File: src/hw/bcgu_params.svh
// Constants for the base clock generation unit
// Function
// (RULE1) Twelve base clocks, index ten reserved
// (RULE2) Safe clock runs from ring oscillator only
// (RULE3) Control clock fixed to ring oscillator
// (RULE4) Ring oscillator cannot be powered down
// (RULE5) Outputs select divider, PLL, ring or crystal
// (RULE6) Dividers select PLL or primary oscillator
// (RULE7) PLL input comes from crystal oscillator
// (RULE8) PLL gives 0, 120, 240 degree phases
// (RULE9) Illegal source keeps select, other fields written
// (RULE10) Reset selects ring oscillator everywhere
// (RULE11) Software switches system clock after checking
// (RULE12) Per-source presence; inactive selections masked
// (RULE13) Detector events on activation and deactivation
// (RULE14) No edge within 32 ticks means inactive
// (RULE15) All absent after reset, valid after 32
// (RULE16) Dead selected clock may pass, event raised
// (RULE17) PLL switch holds output low until lock
// (RULE18) Non-PLL switches glitch-free, brief low gap
// (RULE19) Stuck-high clock forced low after 32 ticks
// (RULE20) Extra phases enabled, synchronised on lock
// (RULE21) Post divider 2/4/8/16 or direct
// (RULE22) Powerdown resets dividers, drops lock
`ifndef BCGU_PARAMS_SVH
`define BCGU_PARAMS_SVH

// Source codes
`define BCGU_SRC_RING 4'h0
`define BCGU_SRC_XTAL 4'h1
`define BCGU_SRC_PLL2 4'h4
`define BCGU_SRC_PLL0 4'h2
`define BCGU_SRC_LAST 4'hB

// Output numbers with restrictions
`define BCGU_OUT_SAFE 0
`define BCGU_OUT_PCR 2
`define BCGU_OUT_RSVD 10

// Detector and switch timeout in slow ticks
`define BCGU_DET_LIMIT 6'h20

// Register addresses
`define BCGU_OUT_BASE 8'h00
`define BCGU_DIV_BASE 8'h40
`define BCGU_PLL_CTRL 8'h60
`define BCGU_PRESENCE 8'h64
`define BCGU_PLL_STAT 8'h68

// Field positions
`define BCGU_SEL_MSB 3
`define BCGU_SEL_LSB 0
`define BCGU_BUSY_BIT 8
`define BCGU_L_MSB 15
`define BCGU_L_LSB 8
`define BCGU_D_MSB 23
`define BCGU_D_LSB 16
`define BCGU_PD_BIT 0
`define BCGU_DIRECT_BIT 1
`define BCGU_PSEL_MSB 3
`define BCGU_PSEL_LSB 2
`define BCGU_EXTRA_BIT 4

// Reset values
`define BCGU_PLL_CTRL_RST 5'h01
`define BCGU_DIV_L_RST 8'h01
`define BCGU_DIV_D_RST 8'h02

`endif

File: src/hw/bcgu_pkg.sv
// Types for the base clock generation unit
package bcgu_pkg;
  typedef enum logic [1:0] {SW_RUN, SW_WAIT_LOW, SW_HOLD, SW_WAIT_LOCK} bcgu_sw_state_e;
  typedef logic [3:0] bcgu_src_t;
endpackage

File: src/hw/bcgu_top.sv
// Base clock generation unit: sources, dividers, PLL post stage, detectors, output switches
//
// Local design decisions: the address map and strobed register access.
`timescale 1ns/10ps
`default_nettype none
`include "bcgu_params.svh"
module bcgu_top
(
  // Clock and reset
  input wire logic clk_sys,
  input wire logic rst_n,
  // Register port
  input wire logic [7:0] reg_addr,
  input wire logic [31:0] reg_wdata,
  input wire logic reg_wr,
  input wire logic reg_rd,
  output logic [31:0] reg_rdata,
  // Source pins
  input wire logic ring_oscillator,
  input wire logic xtal_clk,
  input wire logic [2:0] controlled_oscillator,
  input wire logic pll_analog_lock,
  // PLL status and control
  output logic pll_powerdown,
  output logic pll_lock,
  output logic [2:0] pll_main_output,
  // Base clocks
  output logic [11:0] base_clk,
  // Detector state and events
  output logic [11:0] clock_presence_status,
  output logic [11:0] src_up_pulse,
  output logic [11:0] src_down_pulse
);

  localparam logic [11:0] FIXED_MASK = (12'h001 << `BCGU_OUT_SAFE) | (12'h001 << `BCGU_OUT_PCR);
  localparam logic [11:0] RSVD_MASK = 12'h001 << `BCGU_OUT_RSVD;

  // ----------------------------------------
  // Pin synchronisers
  // ----------------------------------------
  logic [5:0] pin_in;
  logic [5:0] s1_q;
  logic [5:0] s2_q;
  logic [5:0] s3_q;
  logic [5:0] lvl_q;
  assign pin_in = {pll_analog_lock, controlled_oscillator, xtal_clk, ring_oscillator};

  always_ff @(posedge clk_sys)
  begin
    if (!rst_n)
    begin
      s1_q <= '0;
      s2_q <= '0;
      s3_q <= '0;
      lvl_q <= '0;
    end
    else
    begin
      s1_q <= pin_in;
      s2_q <= s1_q;
      s3_q <= s2_q;
      // Take new level only where stages two and three agree
      lvl_q <= (s2_q & s3_q) | (lvl_q & (s2_q | s3_q));
    end
  end

  // Ring oscillator has no powerdown control at all
  logic ring_prev_q; // RULE4
  logic slow_tick;
  always_ff @(posedge clk_sys)
  begin
    if (!rst_n)
      ring_prev_q <= 1'b0;
    else
      ring_prev_q <= lvl_q[0];
  end
  assign slow_tick = lvl_q[0] & ~ring_prev_q;

  // ----------------------------------------
  // Registers written by software
  // ----------------------------------------
  logic [4:0] pll_ctrl_q;
  logic pd;
  logic direct;
  logic [1:0] psel;
  logic extra;
  assign pd = pll_ctrl_q[`BCGU_PD_BIT];
  assign direct = pll_ctrl_q[`BCGU_DIRECT_BIT];
  assign psel = pll_ctrl_q[`BCGU_PSEL_MSB:`BCGU_PSEL_LSB];
  assign extra = pll_ctrl_q[`BCGU_EXTRA_BIT];

  always_ff @(posedge clk_sys)
  begin
    if (!rst_n)
      pll_ctrl_q <= `BCGU_PLL_CTRL_RST;
    else if (reg_wr && reg_addr == `BCGU_PLL_CTRL)
      pll_ctrl_q <= reg_wdata[4:0];
  end

  // ----------------------------------------
  // PLL post stage, fed from crystal
  // ----------------------------------------
  // The analog loop is referenced to xtal_clk outside this block
  logic [2:0] cco_lvl; // RULE7
  logic [2:0] cco_prev_q;
  logic [2:0] cco_rise;
  logic [3:0] pdiv_q [3];
  logic lock_prev_q;
  logic pll_lock_q;
  logic [2:0] pll_out_q;
  assign cco_lvl = lvl_q[4:2];
  assign cco_rise = cco_lvl & ~cco_prev_q;

  always_ff @(posedge clk_sys)
  begin
    if (!rst_n)
    begin
      cco_prev_q <= '0;
      pll_lock_q <= 1'b0;
      lock_prev_q <= 1'b0;
    end
    else
    begin
      cco_prev_q <= cco_lvl;
      pll_lock_q <= ~pd & lvl_q[5]; // RULE22
      lock_prev_q <= pll_lock_q;
    end
  end

  always_ff @(posedge clk_sys)
  begin
    if (!rst_n || pd)
    begin
      pdiv_q[0] <= '0; // RULE22
      pdiv_q[1] <= '0;
      pdiv_q[2] <= '0;
      pll_out_q <= '0;
    end
    else
    begin
      if (cco_rise[0])
        pdiv_q[0] <= pdiv_q[0] + 4'h1;
      for (int k = 1; k < 3; k++)
      begin
        if (!extra)
          pdiv_q[k] <= '0; // RULE20
        else if (pll_lock_q && !lock_prev_q)
          pdiv_q[k] <= pdiv_q[0]; // RULE20
        else if (cco_rise[k])
          pdiv_q[k] <= pdiv_q[k] + 4'h1;
      end
      // Three phases, extra two only when enabled
      for (int k = 0; k < 3; k++)
      begin
        if (k != 0 && !extra)
          pll_out_q[k] <= 1'b0; // RULE8
        else if (direct)
          pll_out_q[k] <= cco_lvl[k]; // RULE21
        else
          pll_out_q[k] <= pdiv_q[k][psel]; // RULE21
      end
    end
  end

  // ----------------------------------------
  // Source vector
  // ----------------------------------------
  logic [6:0] fdiv_q;
  logic [11:0] src_lvl;
  logic [11:0] src_prev_q;
  logic [11:0] src_rise;
  assign src_lvl = {fdiv_q, pll_out_q, lvl_q[1], lvl_q[0]}; // RULE5
  assign src_rise = src_lvl & ~src_prev_q;

  always_ff @(posedge clk_sys)
  begin
    if (!rst_n)
      src_prev_q <= '0;
    else
      src_prev_q <= src_lvl;
  end

  // ----------------------------------------
  // Activity detectors
  // ----------------------------------------
  logic [5:0] det_cnt_q [12];
  logic [11:0] pres_q;
  logic [11:0] up_q;
  logic [11:0] down_q;

  always_ff @(posedge clk_sys)
  begin
    if (!rst_n)
    begin
      pres_q <= '0; // RULE15
      up_q <= '0;
      down_q <= '0;
      for (int i = 0; i < 12; i++)
        det_cnt_q[i] <= '0;
    end
    else
    begin
      for (int i = 0; i < 12; i++)
      begin
        up_q[i] <= 1'b0;
        down_q[i] <= 1'b0;
        if (src_rise[i])
        begin
          det_cnt_q[i] <= '0; // RULE14
          pres_q[i] <= 1'b1;
          up_q[i] <= ~pres_q[i]; // RULE13
        end
        else if (slow_tick && det_cnt_q[i] != `BCGU_DET_LIMIT)
        begin
          det_cnt_q[i] <= det_cnt_q[i] + 6'h01;
          if (det_cnt_q[i] + 6'h01 == `BCGU_DET_LIMIT)
          begin
            pres_q[i] <= 1'b0; // RULE14
            down_q[i] <= pres_q[i]; // RULE16
          end
        end
      end
    end
  end

  // ----------------------------------------
  // Fractional dividers
  // ----------------------------------------
  bcgu_pkg::bcgu_src_t div_sel_q [7];
  logic [7:0] div_l_q [7];
  logic [7:0] div_d_q [7];
  logic [8:0] div_acc_q [7];
  logic div_hit;
  logic [2:0] div_idx;
  bcgu_pkg::bcgu_src_t wr_sel;
  assign wr_sel = reg_wdata[`BCGU_SEL_MSB:`BCGU_SEL_LSB];
  assign div_hit = reg_addr[7:5] == `BCGU_DIV_BASE >> 5 && reg_addr[1:0] == 2'h0 && reg_addr[4:2] != 3'h7;
  assign div_idx = reg_addr[4:2];

  genvar gd;
  generate
    for (gd = 0; gd < 7; gd++)
    begin : g_div
      logic [8:0] acc_n;
      assign acc_n = div_acc_q[gd] + {1'b0, div_l_q[gd]};
      always_ff @(posedge clk_sys)
      begin
        if (!rst_n)
        begin
          div_sel_q[gd] <= `BCGU_SRC_RING; // RULE10
          div_l_q[gd] <= `BCGU_DIV_L_RST;
          div_d_q[gd] <= `BCGU_DIV_D_RST;
        end
        else if (reg_wr && div_hit && div_idx == gd)
        begin
          div_l_q[gd] <= reg_wdata[`BCGU_L_MSB:`BCGU_L_LSB]; // RULE9
          div_d_q[gd] <= reg_wdata[`BCGU_D_MSB:`BCGU_D_LSB];
          // Never another divider; only present sources
          if (wr_sel <= `BCGU_SRC_PLL2 && pres_q[wr_sel]) // RULE6
            div_sel_q[gd] <= wr_sel; // RULE12
        end
      end
      // Output is a toggle flop, so a source change cannot glitch it
      always_ff @(posedge clk_sys)
      begin
        if (!rst_n)
        begin
          div_acc_q[gd] <= '0;
          fdiv_q[gd] <= 1'b0;
        end
        else if (src_rise[div_sel_q[gd]])
        begin
          if (acc_n >= {1'b0, div_d_q[gd]})
          begin
            div_acc_q[gd] <= acc_n - {1'b0, div_d_q[gd]};
            fdiv_q[gd] <= ~fdiv_q[gd]; // RULE18
          end
          else
            div_acc_q[gd] <= acc_n;
        end
      end
    end
  endgenerate

  // ----------------------------------------
  // Output generators with switch sequencing
  // ----------------------------------------
  bcgu_pkg::bcgu_src_t out_sel_q [12];
  bcgu_pkg::bcgu_src_t pend_sel_q [12];
  logic [11:0] pend_v_q;
  bcgu_pkg::bcgu_sw_state_e sw_q [12];
  logic [5:0] sw_cnt_q [12];
  logic [11:0] base_clk_q;
  logic out_hit;
  logic [3:0] out_idx;
  assign out_hit = reg_addr[7:6] == `BCGU_OUT_BASE >> 6 && reg_addr[1:0] == 2'h0 && reg_addr[5:2] <= 4'hB;
  assign out_idx = reg_addr[5:2];

  genvar go;
  generate
    for (go = 0; go < 12; go++)
    begin : g_out
      logic wr_ok;
      logic pll_new;
      logic stuck;
      // Safe and control outputs take only the ring code; reserved takes none
      assign wr_ok = reg_wr && out_hit && out_idx == go && !RSVD_MASK[go] && wr_sel <= `BCGU_SRC_LAST
        && (!FIXED_MASK[go] || wr_sel == `BCGU_SRC_RING) && pres_q[wr_sel]; // RULE12
      assign pll_new = pend_sel_q[go] >= `BCGU_SRC_PLL0 && pend_sel_q[go] <= `BCGU_SRC_PLL2;
      assign stuck = sw_cnt_q[go] == `BCGU_DET_LIMIT;

      always_ff @(posedge clk_sys)
      begin
        if (!rst_n)
        begin
          pend_v_q[go] <= 1'b0;
          pend_sel_q[go] <= `BCGU_SRC_RING;
        end
        else if (wr_ok)
        begin
          pend_v_q[go] <= 1'b1; // RULE9
          pend_sel_q[go] <= wr_sel; // RULE2 RULE3
        end
        else if (sw_q[go] == bcgu_pkg::SW_WAIT_LOW && (base_clk_q[go] == 1'b0 || stuck))
          pend_v_q[go] <= 1'b0;
      end

      always_ff @(posedge clk_sys)
      begin
        if (!rst_n)
        begin
          sw_q[go] <= bcgu_pkg::SW_RUN;
          out_sel_q[go] <= `BCGU_SRC_RING; // RULE10
          sw_cnt_q[go] <= '0;
        end
        else
        begin
          unique case (sw_q[go])
            bcgu_pkg::SW_RUN:
            begin
              sw_cnt_q[go] <= '0;
              if (pend_v_q[go])
                sw_q[go] <= bcgu_pkg::SW_WAIT_LOW;
            end
            bcgu_pkg::SW_WAIT_LOW:
            begin
              if (slow_tick && !stuck)
                sw_cnt_q[go] <= sw_cnt_q[go] + 6'h01; // RULE19
              if (base_clk_q[go] == 1'b0 || stuck)
              begin
                out_sel_q[go] <= pend_sel_q[go];
                sw_q[go] <= pll_new ? bcgu_pkg::SW_WAIT_LOCK : bcgu_pkg::SW_HOLD; // RULE17
              end
            end
            bcgu_pkg::SW_HOLD:
              sw_q[go] <= bcgu_pkg::SW_RUN; // RULE18
            bcgu_pkg::SW_WAIT_LOCK:
              if (pll_lock_q)
                sw_q[go] <= bcgu_pkg::SW_RUN; // RULE17
          endcase
        end
      end

      always_ff @(posedge clk_sys)
      begin
        if (!rst_n || RSVD_MASK[go])
          base_clk_q[go] <= 1'b0; // RULE1
        else if (sw_q[go] == bcgu_pkg::SW_RUN)
          base_clk_q[go] <= src_lvl[out_sel_q[go]]; // RULE16
        else if (sw_q[go] == bcgu_pkg::SW_WAIT_LOW)
          base_clk_q[go] <= src_lvl[out_sel_q[go]] & ~stuck; // RULE19
        else
          base_clk_q[go] <= 1'b0; // RULE17 RULE18
      end
    end
  endgenerate

  // ----------------------------------------
  // Read port
  // ----------------------------------------
  logic [31:0] rdata_q;
  always_ff @(posedge clk_sys)
  begin
    if (!rst_n)
      rdata_q <= '0;
    else if (reg_rd)
    begin
      rdata_q <= '0;
      if (out_hit)
      begin
        rdata_q[`BCGU_SEL_MSB:`BCGU_SEL_LSB] <= out_sel_q[out_idx];
        rdata_q[`BCGU_BUSY_BIT] <= sw_q[out_idx] != bcgu_pkg::SW_RUN;
      end
      else if (div_hit)
        rdata_q <= {8'h00, div_d_q[div_idx], div_l_q[div_idx], 4'h0, div_sel_q[div_idx]};
      else if (reg_addr == `BCGU_PLL_CTRL)
        rdata_q <= {27'h0, pll_ctrl_q};
      else if (reg_addr == `BCGU_PRESENCE)
        rdata_q <= {20'h0, pres_q}; // RULE12
      else if (reg_addr == `BCGU_PLL_STAT)
        rdata_q <= {31'h0, pll_lock_q};
    end
  end

  assign reg_rdata = rdata_q;
  assign pll_powerdown = pd;
  assign pll_lock = pll_lock_q;
  assign pll_main_output = pll_out_q;
  assign base_clk = base_clk_q;
  assign clock_presence_status = pres_q;
  assign src_up_pulse = up_q;
  assign src_down_pulse = down_q;

endmodule
`default_nettype wire

File: config.mk
export PLATFORM = sky130hd
export DESIGN_NAME = bcgu_top
export DESIGN_NICKNAME = d
export VERILOG_FILES = /design/src/hw/bcgu_pkg.sv /design/src/hw/bcgu_top.sv
export VERILOG_INCLUDE_DIRS = /design/src /design/src/hw
export SDC_FILE = /design/constraint.sdc
export NUM_CORES = 1
export LEC_CHECK = 0
export BUFFER_PORTS_ARGS = -buffer_cell sky130_fd_sc_hd__buf_2
export CORE_UTILIZATION = 65
export DETAILED_ROUTE_END_ITERATION = 6
export PLACE_DENSITY = 0.83
export SETUP_SLACK_MARGIN = 0.5
export SYNTH_ARGS = -nofsm -noshare
export SYNTH_HDL_FRONTEND = slang
export SYNTH_SLANG_ARGS = --single-unit
File: constraint.sdc
create_clock -name clk_sys -period 9.75 [get_ports clk_sys]
set_input_delay 0.4875 -clock clk_sys [delete_from_list [all_inputs] [get_ports clk_sys]]
set_output_delay 0.4875 -clock clk_sys [all_outputs]
set_load 0.03 [all_outputs]
==> flow_summary.toml <==
[timing]
period_share_pct = 42.5
period_needed_ns = 4.14
tns_ns = 0
final_max_slew_viol_count = 0
max_slew_margin_pct = 16.7
finalHoldViolCount = 0
setup_ws_ns = 5.61
worst_pin_slew_ns = 1.24
report.final.setup_viol = 0
max_freq_ghz = 0.242
hold_ws_ns = 0.0244
rsz0062_at_grt = "false"
skew_ns = 0.0520

[die]
die_w_um = 233
coreArea_mm2 = 0.0526
die_h_um = 233
design.die.area_mm2 = 0.0542
ios = 135
row_count = 84
start_util_pct = 65.9

[pwr]
leakagePower_nw = 14.7
ir_drop_uv = 152
total_power_mw = 6.68
powerDensity_mw_per_mm2 = 177

[cells_and_area]
fin_nets = 3576
area_delta_synth_final_pct = 9.17
drive_above_1_share_pct = 11.8

[yosys]
syn_area_per_cell_um2 = 10.6
yosysTopAreaCell = "edfxtp_1"
synthDominantCellAreaShare_pct = 39.6
syn_inst = 3267
synth_edf_count = 457
synthAdderAreaFrac_pct = 6.70
syn_area_mm2 = 0.0346
synthTopCellsByArea = "edfxtp_1 40%, dfxtp_1 8.0%, ha_1 5.9%, mux4_2 5.8%, nor2_1 3.5%"
synthArstFlopShare_pct = 0
synthSimpleGateAreaFrac_pct = 18.2
synth-xor-area-share_pct = 4.22
synth-seq-area-share_pct = 47.6
synth_top_family_by_area = "simple AND/OR/NAND/NOR gates"
ys_warn_count = 0
synth_ff_type = "edfxtp_1"
ys_seq_elements = 595
synth-compound-area-share_pct = 10.9
synth.distinct_cells = 79
synthTopCellsByCount = "457 x edfxtp_1, 322 x nor2_1, 210 x inv_1, 210 x nand2_1, 163 x ha_1"
muxShareOfSynthArea_pct = 8.22
synth_most_common_cell = "edfxtp_1"

[grt]
grt_max_degree = 78
grt_pass1_wl_um = 141000
grt_overflow = 0
antenna_found_initial = 9
grt_usage_pct = 33.6
grt_pass1_vias = 26398

[place]
gp_congestion = 0.951
dp_hpwl_um = 65400
place_ws_ns = 5.68
port_buffers = 114

[clock_tree]
htreeDepth = 2
clk_latency_ns = 0.67
ctsRootBufferMaster = "clkbuf_16"
cts_tree = "done"
clock-sinks = 595
cts-buffers-inserted = 61
clk_pin_slew_worst_paths_ns = 0.06
clock_path_buffers = 3
cts_setup_buffers = 0

[worst_setup_path]
critPathKind = "reg2reg"
critPathArrivalTime_ns = 4.74
critPathCaptureType = "flop"
crit_required_ns = 10.35
crit_fanout = 8
critPathLaunchType = "flop"
crit_start = "div_l_q[0][0]"
r2r-start = "div_l_q[0][0]"

[job]
cap_violations = 0

[drt]
viasPerCell = 6.60
postRouteAntennaNets = 0
drc = 0
wl_per_cell_um = 22.4
wl_um = 91800
first_iter_violations = 3141
route.vias.total = 27000
drt-pass1-iter-count = 6

[worst_hold_path]
hold_path.class = "in2reg"
min_from = "ring_oscillator"

[run_status]
status = "complete, no violations"
## registers in the layout, indices dropped and copies added, names as in the netlist, 22 cells and up
register    count
det_cnt_q      66
sw_cnt_q       66
div_acc_q      63
div_d_q        56
div_l_q        56
out_sel_q      44
pend_sel_q     44
div_sel_q      28
reg_rdata      24
sw_q           22
## cell families after synthesis
| group | count (synthesis) |
|---|---|
| flip-flops | 595 |
| AND/OR/NAND/NOR | 1214 |
| adder cells (fa/ha/maj) | 177 |
| multiplexers | 171 |
| buffers and inverters | 350 |
| XOR/XNOR | 167 |
| AO/OA/AOI/OAI | 592 |
| other | 1 |
## cell type report
type                       instances  area [um2]
clock buffer                      84        1810
clock inverter                    32         295
timing repair buffer             134         728
sequential                       595       16500
antenna                            4        10.0
fill                            3511       14700
inverter                         211         792
tap                              688         861
multi-input combinational       2346       16800
## final timing paths
path                     to  slack (ns)  depth (start not counted)
setup / recovery  fdiv_q[0]        5.61                         13
hold / removal      s1_q[0]        0.02                          2
setup reg to reg  fdiv_q[0]        5.61                         13
hold reg to reg     s2_q[5]        0.44                          1
## layout by cell type (no fill, tap or decap), drive strengths merged, types with 84 or more instances in the layout
master and n:
edfxtp 457, dfxtp 138, inv 216, buf 133
clkbuf 84, o21ai 165, ha 163, a21oi 162
and2 132, nor2 328, and3 91, xnor2 93
nand2 211, mux4 89, nand3 123
## per-layer routing
metal	GRT usage, %	up-vias	routed length, um
met1	42.5	12999	33800
li1	-	12039	-
met3	7.43	290	10600
met5	0	-	32
met4	15.5	6	4050
met2	55.1	1666	43300
## timing repair
action | CTS | global route
endpoints found under the hold margin | 1 | 0
gates resized for setup | 0 | 0
hold buffers | 1 | 0
## report_power, final
group	internal, mW	total, mW	switching [mW]	leakage, nW
clock	1.36	2.41	1.05	1.03
combinational	0.488	1.24	0.749	7.87
sequential	2.88	3.03	0.153	5.84
total	4.73	6.68	1.95	14.7
## metrics by stage
stage	cells	util, %	instance area (um2)
after floorplan	3291	-	34700
after global placement	3973	67.9	35700
after detailed placement	3973	67.9	35700
after CTS	4090	71.9	37800
after global routing	4094	71.9	37800
final	4094	71.9	37800
## critical path, stage by stage, from the launching register on
cell and delay (ns):
edfxtp_1 0.46, ha_1 0.27, fa_1 0.45, a211oi_1 0.39
o21bai_1 0.12, a21oi_1 0.22, xnor2_1 0.14, ha_1 0.42
and4_1 0.26, a21oi_1 0.07, and4_1 0.18, or2_2 0.36
a21oi_1 0.50, mux2i_1 0.24
(Power assumes the default switching activity.)
